## src/hdl/dms_pkg.sv

```systemverilog
// constants and carriers of the core data memory with status flags
// Contract
// - special registers 00H-2AH, plus 80 data bytes of user RAM 30H-7FH.
// - single bits of any location can be set or cleared, dedicated bits excepted.
// - access to 00H goes to the location held in the pointer at 01H.
// - pointer selecting 00H: indirect read gives 00H, indirect write does nothing.
// - working register at 05H takes immediates; memory moves pass through it.
// - ALU does add, adc, sub, sbc, daa, logic, rotates, inc, dec, skips.
// - status is 8 bits; zero, carry, half-carry, overflow follow latest operation.
// - data writes to status never change powerdown or watchdog-expired flags.
// - carry is bit 0: add carry-out or no sub borrow; rotates-through-carry update it.
// - half-carry is bit 1: low nibble carry on add, no nibble borrow on sub.
// - zero flag is bit 2: set when arithmetic or logic result is zero.
// - overflow is bit 3: carry into bit 7 differs from carry out of it.
// - powerdown flag is bit 4: cleared by power-up or clear-watchdog, set by halt.
// - watchdog-expired is bit 5: cleared by power-up, clear-watchdog, halt; set on timeout.
// - status bits 6 and 7 always read zero.
// - status is not saved automatically on interrupt entry or call.
// - table high byte 08H and voice data 2AH are read-only; others read/write.
// - voice ROM address is 18H bits 17:16, 19H bits 15:8, 1AH bits 7:0.
package dms_pkg;

    localparam int        DMS_USER_DEPTH = 80;
    localparam int        DMS_SFR_DEPTH  = 43;
    localparam logic [6:0] DMS_A_IND     = 7'h00;
    localparam logic [6:0] DMS_A_PTR     = 7'h01;
    localparam logic [6:0] DMS_A_WREG    = 7'h05;
    localparam logic [6:0] DMS_A_PCLO    = 7'h06;
    localparam logic [6:0] DMS_A_TPTR    = 7'h07;
    localparam logic [6:0] DMS_A_THI     = 7'h08;
    localparam logic [6:0] DMS_A_WDOPT   = 7'h09;
    localparam logic [6:0] DMS_A_STAT    = 7'h0A;
    localparam logic [6:0] DMS_A_INTC    = 7'h0B;
    localparam logic [6:0] DMS_A_T0      = 7'h0D;
    localparam logic [6:0] DMS_A_T0C     = 7'h0E;
    localparam logic [6:0] DMS_A_T1      = 7'h10;
    localparam logic [6:0] DMS_A_T1C     = 7'h11;
    localparam logic [6:0] DMS_A_PA      = 7'h12;
    localparam logic [6:0] DMS_A_PAC     = 7'h13;
    localparam logic [6:0] DMS_A_VHI     = 7'h18;
    localparam logic [6:0] DMS_A_VMID    = 7'h19;
    localparam logic [6:0] DMS_A_VLO     = 7'h1A;
    localparam logic [6:0] DMS_A_PWMC    = 7'h26;
    localparam logic [6:0] DMS_A_PWMO    = 7'h28;
    localparam logic [6:0] DMS_A_VDATA   = 7'h2A;
    localparam logic [6:0] DMS_A_USER    = 7'h30;
    localparam int        DMS_B_C        = 0;
    localparam int        DMS_B_HC       = 1;
    localparam int        DMS_B_Z        = 2;
    localparam int        DMS_B_SW       = 3;
    localparam int        DMS_B_PD       = 4;
    localparam int        DMS_B_WDX      = 5;
    localparam logic [7:0] DMS_RST_BYTE  = 8'h00;

    typedef enum logic [4:0] {
        DMS_NOP  = 5'h00, DMS_MOVA = 5'h01, DMS_MOVM = 5'h02, DMS_ADD  = 5'h03,
        DMS_ADC  = 5'h04, DMS_SUB  = 5'h05, DMS_SBC  = 5'h06, DMS_DAA  = 5'h07,
        DMS_AND  = 5'h08, DMS_OR   = 5'h09, DMS_XOR  = 5'h0A, DMS_CPL  = 5'h0B,
        DMS_RL   = 5'h0C, DMS_RR   = 5'h0D, DMS_RLC  = 5'h0E, DMS_RRC  = 5'h0F,
        DMS_INC  = 5'h10, DMS_DEC  = 5'h11, DMS_BSET = 5'h12, DMS_BCLR = 5'h13,
        DMS_SZ   = 5'h14, DMS_SNZ  = 5'h15, DMS_SIZ  = 5'h16, DMS_SDZ  = 5'h17,
        DMS_SZB  = 5'h18, DMS_SNZB = 5'h19, DMS_CLR  = 5'h1A
    } dms_op_e;

    typedef struct packed {
        logic       valid;
        dms_op_e    op;
        logic [6:0] addr;
        logic [7:0] imm;
        logic [2:0] bit_idx;
        logic       use_imm;
        logic       dest_mem;
    } dms_req_s;

    typedef struct packed {
        logic [7:0]  pc_low;
        logic [7:0]  tab_ptr;
        logic [7:0]  wd_opt;
        logic [7:0]  intc;
        logic [7:0]  t0;
        logic [7:0]  t0c;
        logic [7:0]  t1;
        logic [7:0]  t1c;
        logic [7:0]  pa;
        logic [7:0]  port_a_direction;
        logic [7:0]  pwmc;
        logic [7:0]  pwm_out;
        logic [17:0] vaddr;
    } dms_view_s;

endpackage

```

## src/hdl/dms_core.sv

```systemverilog
// data memory, working register, ALU and status flags of the core
`timescale 1ns/1ps
`default_nettype none
module dms_core #(
    parameter int USER_DEPTH = dms_pkg::DMS_USER_DEPTH
) (
    input  wire logic             clk,
    input  wire logic             rstn,
    input  wire dms_pkg::dms_req_s req,
    input  wire logic             thi_load,
    input  wire logic [7:0]       thi_data,
    input  wire logic             vdata_load,
    input  wire logic [7:0]       vdata,
    input  wire logic             wdt_timeout,
    input  wire logic             halt_exec,
    input  wire logic             clear_watchdog_instruction_exec,
    output logic [7:0]            rd_data,
    output logic                  skip,
    output logic [7:0]            wreg,
    output logic [7:0]            status,
    output dms_pkg::dms_view_s    view
);

    typedef struct packed {
        logic [USER_DEPTH-1:0][7:0]          user;
        logic [dms_pkg::DMS_SFR_DEPTH-1:0][7:0] sfr;
        logic [7:0]                          rd;
        logic                                skip;
    } dms_state_s;

    dms_state_s q;
    dms_state_s d;

    // special addresses that hold storage; 00H is the indirect port
    function automatic logic mapped(input logic [6:0] a);
        unique case (a)
            dms_pkg::DMS_A_PTR, dms_pkg::DMS_A_WREG, dms_pkg::DMS_A_PCLO,
            dms_pkg::DMS_A_TPTR, dms_pkg::DMS_A_THI, dms_pkg::DMS_A_WDOPT,
            dms_pkg::DMS_A_STAT, dms_pkg::DMS_A_INTC, dms_pkg::DMS_A_T0,
            dms_pkg::DMS_A_T0C, dms_pkg::DMS_A_T1, dms_pkg::DMS_A_T1C,
            dms_pkg::DMS_A_PA, dms_pkg::DMS_A_PAC, dms_pkg::DMS_A_VHI,
            dms_pkg::DMS_A_VMID, dms_pkg::DMS_A_VLO, dms_pkg::DMS_A_PWMC,
            dms_pkg::DMS_A_PWMO, dms_pkg::DMS_A_VDATA: mapped = 1'b1;
            default: mapped = 1'b0;
        endcase
    endfunction

    // 8-bit adder returning {carry out, carry into bit 7, nibble carry, sum}
    function automatic logic [10:0] add8(input logic [7:0] a, input logic [7:0] b,
                                         input logic cin);
        logic [8:0] full;
        logic [7:0] low7;
        logic [4:0] nib;
        full = {1'b0, a} + {1'b0, b} + {8'h00, cin};
        low7 = {1'b0, a[6:0]} + {1'b0, b[6:0]} + {7'h00, cin};
        nib  = {1'b0, a[3:0]} + {1'b0, b[3:0]} + {4'h0, cin};
        add8 = {full[8], low7[7], nib[4], full[7:0]};
    endfunction

    logic [6:0]  ea;
    logic        ind_null;
    logic [7:0]  m;
    logic [7:0]  opnd;
    logic [7:0]  wr;
    logic [7:0]  res;
    logic [7:0]  st;
    logic [10:0] sum;
    logic        to_mem;
    logic        to_wreg;
    logic        upd_arith;
    logic        upd_z;
    logic        upd_c;
    logic        new_c;
    logic        do_skip;
    logic [7:0]  daa_lo;

    // one combinational pass per request: read, ALU, write back, flags
    always_comb begin
        d         = q;
        d.skip    = 1'b0;
        res       = dms_pkg::DMS_RST_BYTE;
        sum       = 11'h000;
        to_mem    = 1'b0;
        to_wreg   = 1'b0;
        upd_arith = 1'b0;
        upd_z     = 1'b0;
        upd_c     = 1'b0;
        new_c     = q.sfr[dms_pkg::DMS_A_STAT][dms_pkg::DMS_B_C];
        do_skip   = 1'b0;
        daa_lo    = 8'h00;
        wr        = q.sfr[dms_pkg::DMS_A_WREG];
        // 00H redirects through the pointer; bit 7 of the pointer is ignored
        ea        = (req.addr == dms_pkg::DMS_A_IND) ? q.sfr[dms_pkg::DMS_A_PTR][6:0]
                                                     : req.addr;
        ind_null  = (ea == dms_pkg::DMS_A_IND);
        if (ind_null) begin
            m = dms_pkg::DMS_RST_BYTE;
        end else if (ea >= dms_pkg::DMS_A_USER) begin
            m = q.user[7'(ea - dms_pkg::DMS_A_USER)];
        end else if (ea <= dms_pkg::DMS_A_VDATA && mapped(ea)) begin
            m = q.sfr[ea];
        end else begin
            m = dms_pkg::DMS_RST_BYTE;
        end
        opnd = req.use_imm ? req.imm : m;
        if (req.valid) begin
            to_wreg = !req.dest_mem;
            to_mem  = req.dest_mem;
            unique case (req.op)
                dms_pkg::DMS_NOP: begin
                    to_wreg = 1'b0;
                    to_mem  = 1'b0;
                end
                dms_pkg::DMS_MOVA: begin
                    res     = opnd;
                    to_wreg = 1'b1;
                    to_mem  = 1'b0;
                end
                dms_pkg::DMS_MOVM: begin
                    res     = wr;
                    to_wreg = 1'b0;
                    to_mem  = 1'b1;
                end
                dms_pkg::DMS_ADD, dms_pkg::DMS_ADC, dms_pkg::DMS_SUB, dms_pkg::DMS_SBC: begin
                    unique case (req.op)
                        dms_pkg::DMS_ADD: sum = add8(wr, opnd, 1'b0);
                        dms_pkg::DMS_ADC: sum = add8(wr, opnd, new_c);
                        dms_pkg::DMS_SUB: sum = add8(wr, ~opnd, 1'b1);
                        default:          sum = add8(wr, ~opnd, new_c);
                    endcase
                    res       = sum[7:0];
                    upd_arith = 1'b1;
                    upd_z     = 1'b1;
                end
                dms_pkg::DMS_DAA: begin
                    // adjusted working register always lands in memory
                    daa_lo = (wr[3:0] > 4'h9 ||
                              q.sfr[dms_pkg::DMS_A_STAT][dms_pkg::DMS_B_HC]) ? 8'h06 : 8'h00;
                    sum    = add8(wr, daa_lo, 1'b0);
                    new_c  = new_c | sum[10];
                    if (sum[7:4] > 4'h9 || new_c) begin
                        sum   = add8(sum[7:0], 8'h60, 1'b0);
                        new_c = 1'b1;
                    end
                    res     = sum[7:0];
                    upd_c   = 1'b1;
                    to_wreg = 1'b0;
                    to_mem  = 1'b1;
                end
                dms_pkg::DMS_AND: begin
                    res   = wr & opnd;
                    upd_z = 1'b1;
                end
                dms_pkg::DMS_OR: begin
                    res   = wr | opnd;
                    upd_z = 1'b1;
                end
                dms_pkg::DMS_XOR: begin
                    res   = wr ^ opnd;
                    upd_z = 1'b1;
                end
                dms_pkg::DMS_CPL: begin
                    res   = ~m;
                    upd_z = 1'b1;
                end
                dms_pkg::DMS_RL:  res = {m[6:0], m[7]};
                dms_pkg::DMS_RR:  res = {m[0], m[7:1]};
                dms_pkg::DMS_RLC: begin
                    res   = {m[6:0], new_c};
                    new_c = m[7];
                    upd_c = 1'b1;
                end
                dms_pkg::DMS_RRC: begin
                    res   = {new_c, m[7:1]};
                    new_c = m[0];
                    upd_c = 1'b1;
                end
                dms_pkg::DMS_INC: begin
                    res   = m + 8'h01;
                    upd_z = 1'b1;
                end
                dms_pkg::DMS_DEC: begin
                    res   = m - 8'h01;
                    upd_z = 1'b1;
                end
                dms_pkg::DMS_CLR: begin
                    res     = 8'h00;
                    to_wreg = 1'b0;
                    to_mem  = 1'b1;
                end
                dms_pkg::DMS_BSET, dms_pkg::DMS_BCLR: begin
                    res              = m;
                    res[req.bit_idx] = (req.op == dms_pkg::DMS_BSET);
                    to_wreg          = 1'b0;
                    to_mem           = 1'b1;
                end
                dms_pkg::DMS_SZ, dms_pkg::DMS_SNZ: begin
                    do_skip = (m == 8'h00) ^ (req.op == dms_pkg::DMS_SNZ);
                    to_wreg = 1'b0;
                    to_mem  = 1'b0;
                end
                dms_pkg::DMS_SIZ, dms_pkg::DMS_SDZ: begin
                    res     = (req.op == dms_pkg::DMS_SIZ) ? m + 8'h01 : m - 8'h01;
                    do_skip = (res == 8'h00);
                end
                dms_pkg::DMS_SZB, dms_pkg::DMS_SNZB: begin
                    do_skip = m[req.bit_idx] ^ (req.op == dms_pkg::DMS_SZB);
                    to_wreg = 1'b0;
                    to_mem  = 1'b0;
                end
                default: begin
                    to_wreg = 1'b0;
                    to_mem  = 1'b0;
                end
            endcase
            if (to_wreg) begin
                d.sfr[dms_pkg::DMS_A_WREG] = res;
            end
            // writes through a null pointer, read-only and unused places vanish
            if (to_mem && !ind_null) begin
                if (ea >= dms_pkg::DMS_A_USER) begin
                    d.user[7'(ea - dms_pkg::DMS_A_USER)] = res;
                end else if (ea == dms_pkg::DMS_A_STAT) begin
                    d.sfr[ea][3:0] = res[3:0];
                end else if (ea <= dms_pkg::DMS_A_VDATA && mapped(ea) &&
                             ea != dms_pkg::DMS_A_THI && ea != dms_pkg::DMS_A_VDATA) begin
                    d.sfr[ea] = res;
                end
            end
        end
        // flag update follows any data write so the operation's flags stand
        st = d.sfr[dms_pkg::DMS_A_STAT];
        if (upd_arith) begin
            st[dms_pkg::DMS_B_C]  = sum[10];
            st[dms_pkg::DMS_B_HC] = sum[8];
            st[dms_pkg::DMS_B_SW] = sum[10] ^ sum[9];
        end
        if (upd_c) begin
            st[dms_pkg::DMS_B_C] = new_c;
        end
        if (upd_z) begin
            st[dms_pkg::DMS_B_Z] = (res == 8'h00);
        end
        // halt beats clear-watchdog on powerdown; timeout beats both clears
        if (clear_watchdog_instruction_exec) begin
            st[dms_pkg::DMS_B_PD] = 1'b0;
        end
        if (halt_exec) begin
            st[dms_pkg::DMS_B_PD] = 1'b1;
        end
        if (clear_watchdog_instruction_exec || halt_exec) begin
            st[dms_pkg::DMS_B_WDX] = 1'b0;
        end
        if (wdt_timeout) begin
            st[dms_pkg::DMS_B_WDX] = 1'b1;
        end
        st[7:6] = 2'b00;
        // no save path: calls and interrupts leave status to software
        d.sfr[dms_pkg::DMS_A_STAT] = st;
        // hardware loads of the read-only registers
        if (thi_load) begin
            d.sfr[dms_pkg::DMS_A_THI] = thi_data;
        end
        if (vdata_load) begin
            d.sfr[dms_pkg::DMS_A_VDATA] = vdata;
        end
        d.rd   = req.valid ? m : q.rd;
        d.skip = req.valid && do_skip;
    end

    // power-up clears everything, so both watchdog-related flags start low
    always_ff @(posedge clk) begin
        if (!rstn) begin
            q <= '0;
        end else begin
            q <= d;
        end
    end

    // all outputs come straight from state flops
    assign rd_data     = q.rd;
    assign skip        = q.skip;
    assign wreg        = q.sfr[dms_pkg::DMS_A_WREG];
    assign status      = q.sfr[dms_pkg::DMS_A_STAT];
    assign view.pc_low = q.sfr[dms_pkg::DMS_A_PCLO];
    assign view.tab_ptr = q.sfr[dms_pkg::DMS_A_TPTR];
    assign view.wd_opt = q.sfr[dms_pkg::DMS_A_WDOPT];
    assign view.intc   = q.sfr[dms_pkg::DMS_A_INTC];
    assign view.t0     = q.sfr[dms_pkg::DMS_A_T0];
    assign view.t0c    = q.sfr[dms_pkg::DMS_A_T0C];
    assign view.t1     = q.sfr[dms_pkg::DMS_A_T1];
    assign view.t1c    = q.sfr[dms_pkg::DMS_A_T1C];
    assign view.pa     = q.sfr[dms_pkg::DMS_A_PA];
    assign view.port_a_direction    = q.sfr[dms_pkg::DMS_A_PAC];
    assign view.pwmc   = q.sfr[dms_pkg::DMS_A_PWMC];
    assign view.pwm_out = q.sfr[dms_pkg::DMS_A_PWMO];
    assign view.vaddr  = {q.sfr[dms_pkg::DMS_A_VHI][1:0], q.sfr[dms_pkg::DMS_A_VMID],
                          q.sfr[dms_pkg::DMS_A_VLO]};
endmodule
`default_nettype wire

```

## config.mk

```make
export PLATFORM = sky130hd
export DESIGN_NAME = dms_core
export DESIGN_NICKNAME = d
export VERILOG_FILES = /design/src/hdl/dms_pkg.sv /design/src/hdl/dms_core.sv
export SDC_FILE = /design/constraint.sdc
export NUM_CORES = 2
export LEC_CHECK = 0
export BUFFER_PORTS_ARGS = -buffer_cell sky130_fd_sc_hd__buf_2
export CELL_PAD_IN_SITES_DETAIL_PLACEMENT = 2
export CELL_PAD_IN_SITES_GLOBAL_PLACEMENT = 2
export CORE_MARGIN = 2
export CORE_UTILIZATION = 34
export CTS_BUF_LIST = sky130_fd_sc_hd__clkbuf_16
export CTS_CLUSTER_DIAMETER = 100
export DETAILED_ROUTE_END_ITERATION = 16
export PLACE_DENSITY_LB_ADDON = 0.25
export SLEW_MARGIN = 10
export SYNTH_ARGS = -nofsm -noshare
export SYNTH_HDL_FRONTEND = slang
export SYNTH_SLANG_ARGS = --single-unit
export TNS_END_PERCENT = 20
```

## constraint.sdc

```tcl
create_clock -name clk -period 7.9 [get_ports clk]
set_input_delay 1.58 -clock clk [delete_from_list [all_inputs] [get_ports clk]]
set_output_delay 1.58 -clock clk [all_outputs]
set_load 0.02 [all_outputs]
```

Yosys cells after proc, flatten, opt, wreduce, memory -nomap -nowiden

Memories as Yosys holds them, arrays and structs flattened.
Cells that the tools add are included.

Word-level logic and storage cells: 343
Output and inout port bits: 139
Input bits: 49
ROM bits: 128
Memories kept: 2
Flip-flop bits (word level): 993

Bitwise operators: 10
Reductions and logical operators: 58
$add $sub $neg: 23
Multiplexer cells: 72
Eq/ne operators: 38
$lt $le $gt $ge: 10

Memory list:

| memory          | depth | width | read ports | clocked after memory_dff | write ports | line           | text |
|---|---|---|---|---|---|---|---|
| (no name shown) | 64    | 1     | 1          | 0                        | 0           | dms_core.sv:36 | `unique case (a)` |
| (no name shown) | 64    | 1     | 1          | 0                        | 0           | dms_core.sv:36 |  |

Operators by type and width:

| kind                                                             | number |
|---|---|
| 344-bit two-way mux                                              | 5 |
| 344-bit bitwise mux                                              | 2 |
| 640-bit bitwise mux                                              | 1 |
| 8-bit one-hot mux with 16 select lines                           | 1 |
| 8-bit two-way mux                                                | 15 |
| 8-bit demux with 6-bit select                                    | 2 |
| 8-bit binary-select mux with 7-bit select                        | 1 |
| 8-bit demux with 7-bit select                                    | 1 |
| 5-bit == test (second input constant)                            | 11 |
| 8-bit binary-select mux with 6-bit select                        | 1 |
| 5-bit by 4-bit == test with 1-bit output (second input constant) | 8 |
| 11-bit one-hot mux with 3 select lines                           | 1 |
| 1-bit two-way mux                                                | 28 |
| 4-bit AND reduction                                              | 7 |
| 3-bit nonzero test                                               | 9 |
| 8-bit zero test                                                  | 3 |
| 11-bit two-way mux                                               | 2 |
| 11-bit one-hot mux with 2 select lines                           | 1 |
| 5-bit by 3-bit == test with 1-bit output (second input constant) | 4 |
| 8-bit by 8-bit adder with 9-bit output                           | 2 |
| 9-bit by 1-bit adder with 9-bit output                           | 2 |
| 2-bit nonzero test                                               | 9 |
| 7-bit by 7-bit adder with 8-bit output                           | 2 |
| 8-bit by 1-bit adder with 8-bit output                           | 2 |
| 58 further kinds                                                 | 91 |

Depth between registers and ports, before layout

An unclocked memory read counts as a cell.

Depth after elaboration: 27
Gate-level depth with buffers: 34
Depth with buffers taken out: 30

Least setup slack after synthesis

OpenSTA, ideal clock, no wires.

Path kind: input to register
Start point: input req[17] (netlist bit)
End point: register q[863] (netlist bit)
Slack: -0.053 ns
Data arrival time: 7.816 ns
Buffers on the path: 5
Data required time: 7.763 ns
Setup time: 0.137 ns
Stages: 34
Cells stage by stage: buf_2 nor4_4 a31o_2 clkbuf_1 ha_1 nand2_1 o41ai_1 or2_2 buf_2 o41ai_1 o31a_1 o22ai_1 nand2_1 nand2_1 o21a_1 inv_1 ha_1 inv_1 fa_1 nor2b_1 o21ai_0 a21boi_0 o21a_1 o21ai_0 nand2_1 xor2_1 a221oi_1 o221ai_1 a211o_1 a21oi_1 and2_1 buf_2 buf_2 a211oi_1

Longest elaborated chain between the ends: 18
Elaborated cells on any way between the ends: 45
Classes of those cells: 8 x add/sub; 4 x order compare; 20 x mux; 5 x bitwise; 7 x reduce/logical; 1 x memory

RTL lines:

| what                                                                            | line            | text |
|---|---|---|
| start: declaration                                                              | dms_core.sv:9   | `input wire dms_pkg::dms_req_s req,` |
| 7-bit zero test                                                                 | dms_core.sv:93  | `ea = (req.addr == dms_pkg::DMS_A_IND) ? q.sfr[dms_pkg::DMS_A_PTR][6:0]` |
| 7-bit two-way mux *                                                             | dms_core.sv:93  |  |
| branches (longest 16 deep; another with 8-bit by 8-bit adder with 9-bit output) | --              |  |
| end signal: assignment                                                          | dms_core.sv:274 | `q <= '0;` |
| end signal: assignment                                                          | dms_core.sv:276 | `q <= d;` |
| end: declaration                                                                | dms_core.sv:31  | `dms_state_s q;` |

Mark *: on every way between the ends. The select of a mux whose other input is x is not followed.
A chain may end at the register's enable or synchronous reset.

Worst setup path after layout

Start point: input req[13] (netlist bit)
End point: register q[624] (netlist bit)

The elaborated chain is that of the path after synthesis.

==> results.sh <==
export IMPL_synthTopCellsByArea="dfxtp_1 42%, a211oi_1 14%, nor2_1 9.2%"
export IMPL_synth_top_area_cell="dfxtp_1"
export IMPL_power_switching_mw=4.315
export IMPL_setup_slack_ps=-251.0
export IMPL_place_ws_ps=-1572
export IMPL_rsz0062_at_grt="true"
export IMPL_synth_seq_area_share_pct=41.58
export IMPL_status="finished, violations left"
export IMPL_finalNonFillerCells=8259
export IMPL_clock_latency_ps=780
export IMPL_die_h_um=378.6
export IMPL_p_seq_share_pct=38.2
export IMPL_cpMaxStageDelayCell="or2_2"
export IMPL_grt_first_pass_wirelength_um=388200
export IMPL_gr_usage_all_layers_pct=36.59
export IMPL_fin_util_pct=43.85
export IMPL_fill_cells=15091
export IMPL_worstPathRequired_ps=8510
export IMPL_synth_top_family_by_area="compound AO/OA/AOI/OAI gates"
export IMPL_die_x_um=378.6
export IMPL_ios=188
export IMPL_cts_sinks=991
export IMPL_critPathCaptureType="flop"
export IMPL_async_reset_ff_share_pct=0
export IMPL_yosysWarningCount=0
export IMPL_cp_num_buf_inv=16
export IMPL_fin_tns_setup_ps=-21780
export IMPL_cts_tree="done"
export IMPL_maxSlewViolCount=0
export IMPL_core_area_mm2=0.1394
export IMPL_place_gp_congestion=0.9884
export IMPL_synth_fa_ha_area_share_pct=1.196
export IMPL_initial_core_util_pct=34.24
export IMPL_die_area_mm2=0.1434
export IMPL_synth_cells=5754
export IMPL_ir_worst_vdd_v=0.0001881
export IMPL_postSynthAreaPerCell_um2=8.293
export IMPL_cp_arrival_ps=8770
export IMPL_layout_min_cycle_time_ps=8151
export IMPL_dpl_cell_area_mm2=0.05548
export IMPL_final_nets=6385
export IMPL_synth_xor_area_share_pct=0.6057
export IMPL_clk_transition_reported_paths_ps=60
export IMPL_worstPathMaxFanout=23
export IMPL_final_area_mm2=0.06111
export IMPL_cts_made_buffers=113
export IMPL_power_total_mw=13.19
export IMPL_p_clk_share_pct=38.7
export IMPL_ys_types=94
export IMPL_critPathTopFamily="buffers and inverters"
export IMPL_rows=137
export IMPL_routed_via_density=6.408
export IMPL_dp_cells=7990
export IMPL_rr_worst_depth=35
export IMPL_port_buffers=185
export IMPL_ys_ff_latch=991
export IMPL_synth_edf_count=0
export IMPL_cpMostUsedCell="buf_4"
export IMPL_syn_area_mm2=0.04772
export IMPL_r2r_start="q[17]"
export IMPL_synth_main_ff_cell="dfxtp_1"
export IMPL_min_delay_start="q[258]"
export IMPL_drt_pass1_iter_count=6
export IMPL_leakagePower_nw=21.72
export IMPL_ff2ff_setup_slack_ps=240
export IMPL_hold_path_end="q[258]"
export IMPL_violations="setup timing"
export IMPL_ctsHoldBuffers=0
export IMPL_clock_skew_ps=50.69
export IMPL_hpwl_um=189300
export IMPL_drc_errors=0
export IMPL_synth_top_area_share_pct=41.58
export IMPL_drtAntennaViolNets=0
export IMPL_vias=52920
export IMPL_worst_r2r_endpoint="q[624]"
export IMPL_cp_start_kind="primary input"
export IMPL_maxSlewHeadroom_pct=18.99
export IMPL_whs_ps=458.4
export IMPL_worstSetupPathType="in2reg"
export IMPL_area_growth_syn_to_layout_pct=28.07
export IMPL_maxCapViolations=0
export IMPL_grt_overflow=0
export IMPL_grt_max_degree=194
export IMPL_min_period_over_period_pct=103.2
export IMPL_netSwitchingFraction_pct=32.71
export IMPL_wl_per_cell_um=33.65
export IMPL_setup_viol_count_final=173
export IMPL_slowest_delay_ps=560
export IMPL_drive_gt1_share_pct=24.05
export IMPL_hold_depth=1
export IMPL_drtIter0Drc=5067
export IMPL_drt_wl_total_um=277900
export IMPL_root_buffer="clkbuf_16"
export IMPL_power_density_mw_per_mm2=215.9
export IMPL_synth_compound_area_share_pct=30.83
export IMPL_grt_pass1_vias=54051
export IMPL_hold_viol_final=0
export IMPL_hold_path_class="reg2reg"
export IMPL_combPwrFrac_pct=23.1
export IMPL_p_int_mw=8.877
export IMPL_synthSimpleGateAreaFrac_pct=17.01
export IMPL_grt_antenna_before_repair=12
export IMPL_clk_path_buf_depth=3
export IMPL_cts_max_level=3
export IMPL_tightest_slew_ps=1211
export IMPL_max_freq_mhz=122.7
export IMPL_yosys_mux_area_fraction_pct=0.9623
routing by layer:
layer	vias to the layer above	routed length, um	track usage, %
met5	-	50	0.03431
met4	10	19790	22.78
met3	885	21300	6.031
met2	2595	126400	59.06
met1	27094	110300	45.42
li1	22336	-	-
repair_timing:
action                                  in CTS  in global routing
gates resized for setup                    109                146
endpoints found under the setup margin     619                567
setup buffers                               23                 21
pin swaps                                   34                 66
gates cloned                                 4                 18
final cells by class:
class	instances	area, um^2	area share (%)
Antenna cell	4	10.01	0.01638
Clock buffer	113	2828	4.627
Tap cell	1876	2347	3.841
Multi-Input combinational cell	3973	25440	41.63
Timing Repair Buffer	1121	9669	15.82
Inverter	93	356.6	0.5835
Clock inverter	88	619.3	1.014
Sequential cell	991	19840	32.47
cells in the mapped netlist (all sizes together) (13+ instances only):
cell    instances
o311ai         21
ha             40
nor3          183
o22a           17
a211oi        883
o221ai         91
a221oi         52
buf           280
a22oi          16
a31oi          33
clkbuf        418
o21a           42
a21o           20
nor2         1169
nor2b          14
o32ai          53
o21bai         22
or3            38
nand2b         19
a311oi         42
xnor2          25
inv            91
o21ai         158
and3           18
o41ai          13
nand3          66
and2           88
a311o          16
mux2           15
a21oi         159
mux2i          29
o211ai         42
o211a          19
nand2         197
o22ai          59
or2            22
nor4           23
o31ai          53
o221a          24
dfxtp         991
power groups by stage:
stage	combinational, mW	sequential, mW	clock (mW)
floorplan	1.12	5.14	0
global route	3.09	5.04	5.36
CTS	2.67	5.04	5.14
detailed placement	2.56	5.15	0
global placement	2.52	5.15	0
finish	3.04	5.04	5.11
cells in the final DEF (no fill, tap or decap), drive strengths merged, types with 33 or more instances in the layout:
master,count
o31ai,53
o22ai,59
or3,38
dfxtp,991
o21ai,158
nand3,66
a311oi,42
buf,1105
nor2,1169
a221oi,52
o211ai,42
o221ai,91
o32ai,53
a211oi,883
nand2,197
ha,40
and2,88
clkinv,48
clkbuf,128
o21a,42
a21oi,159
nor3,183
inv,126
a31oi,33
cells by family after synthesis:
group / Yosys count
multiplexers: 44
AO/OA/AOI/OAI: 1972
buffers and inverters: 791
flip-flops: 991
adder cells (fa/ha/maj): 44
AND/OR/NAND/NOR: 1878
XOR/XNOR: 33
other: 1
state kept, by name, indices dropped and copies added, names as in the netlist:
name     cells
wreg         8
q          854
rd_data      8
view       114
skip         1
status       6
how the worst max path moves through the flow:
| stage | from | endpoint | slack, ps | cells after the start |
|---|---|---|---|---|
| after floorplan | req[17] | q[928] | -2 | 30 |
| after global placement | req[13] | q[704] | -1460 | 35 |
| after detailed placement | req[13] | q[560] | -1570 | 35 |
| after CTS | req[17] | q[632] | -20 | 35 |
| after global routing | req[13] | q[624] | -390 | 35 |
| final | req[13] | q[624] | -250 | 35 |
worst reg2reg max path: cells and delay by family, from the launching register on:
family          cells  cell delay (ps)
compound gates     13             2640
buf+inv            14             2200
simple gates        7             1930
flops               1              500
fa+ha+maj           1              220
Note: power is estimated with default switching activity, not from simulation.
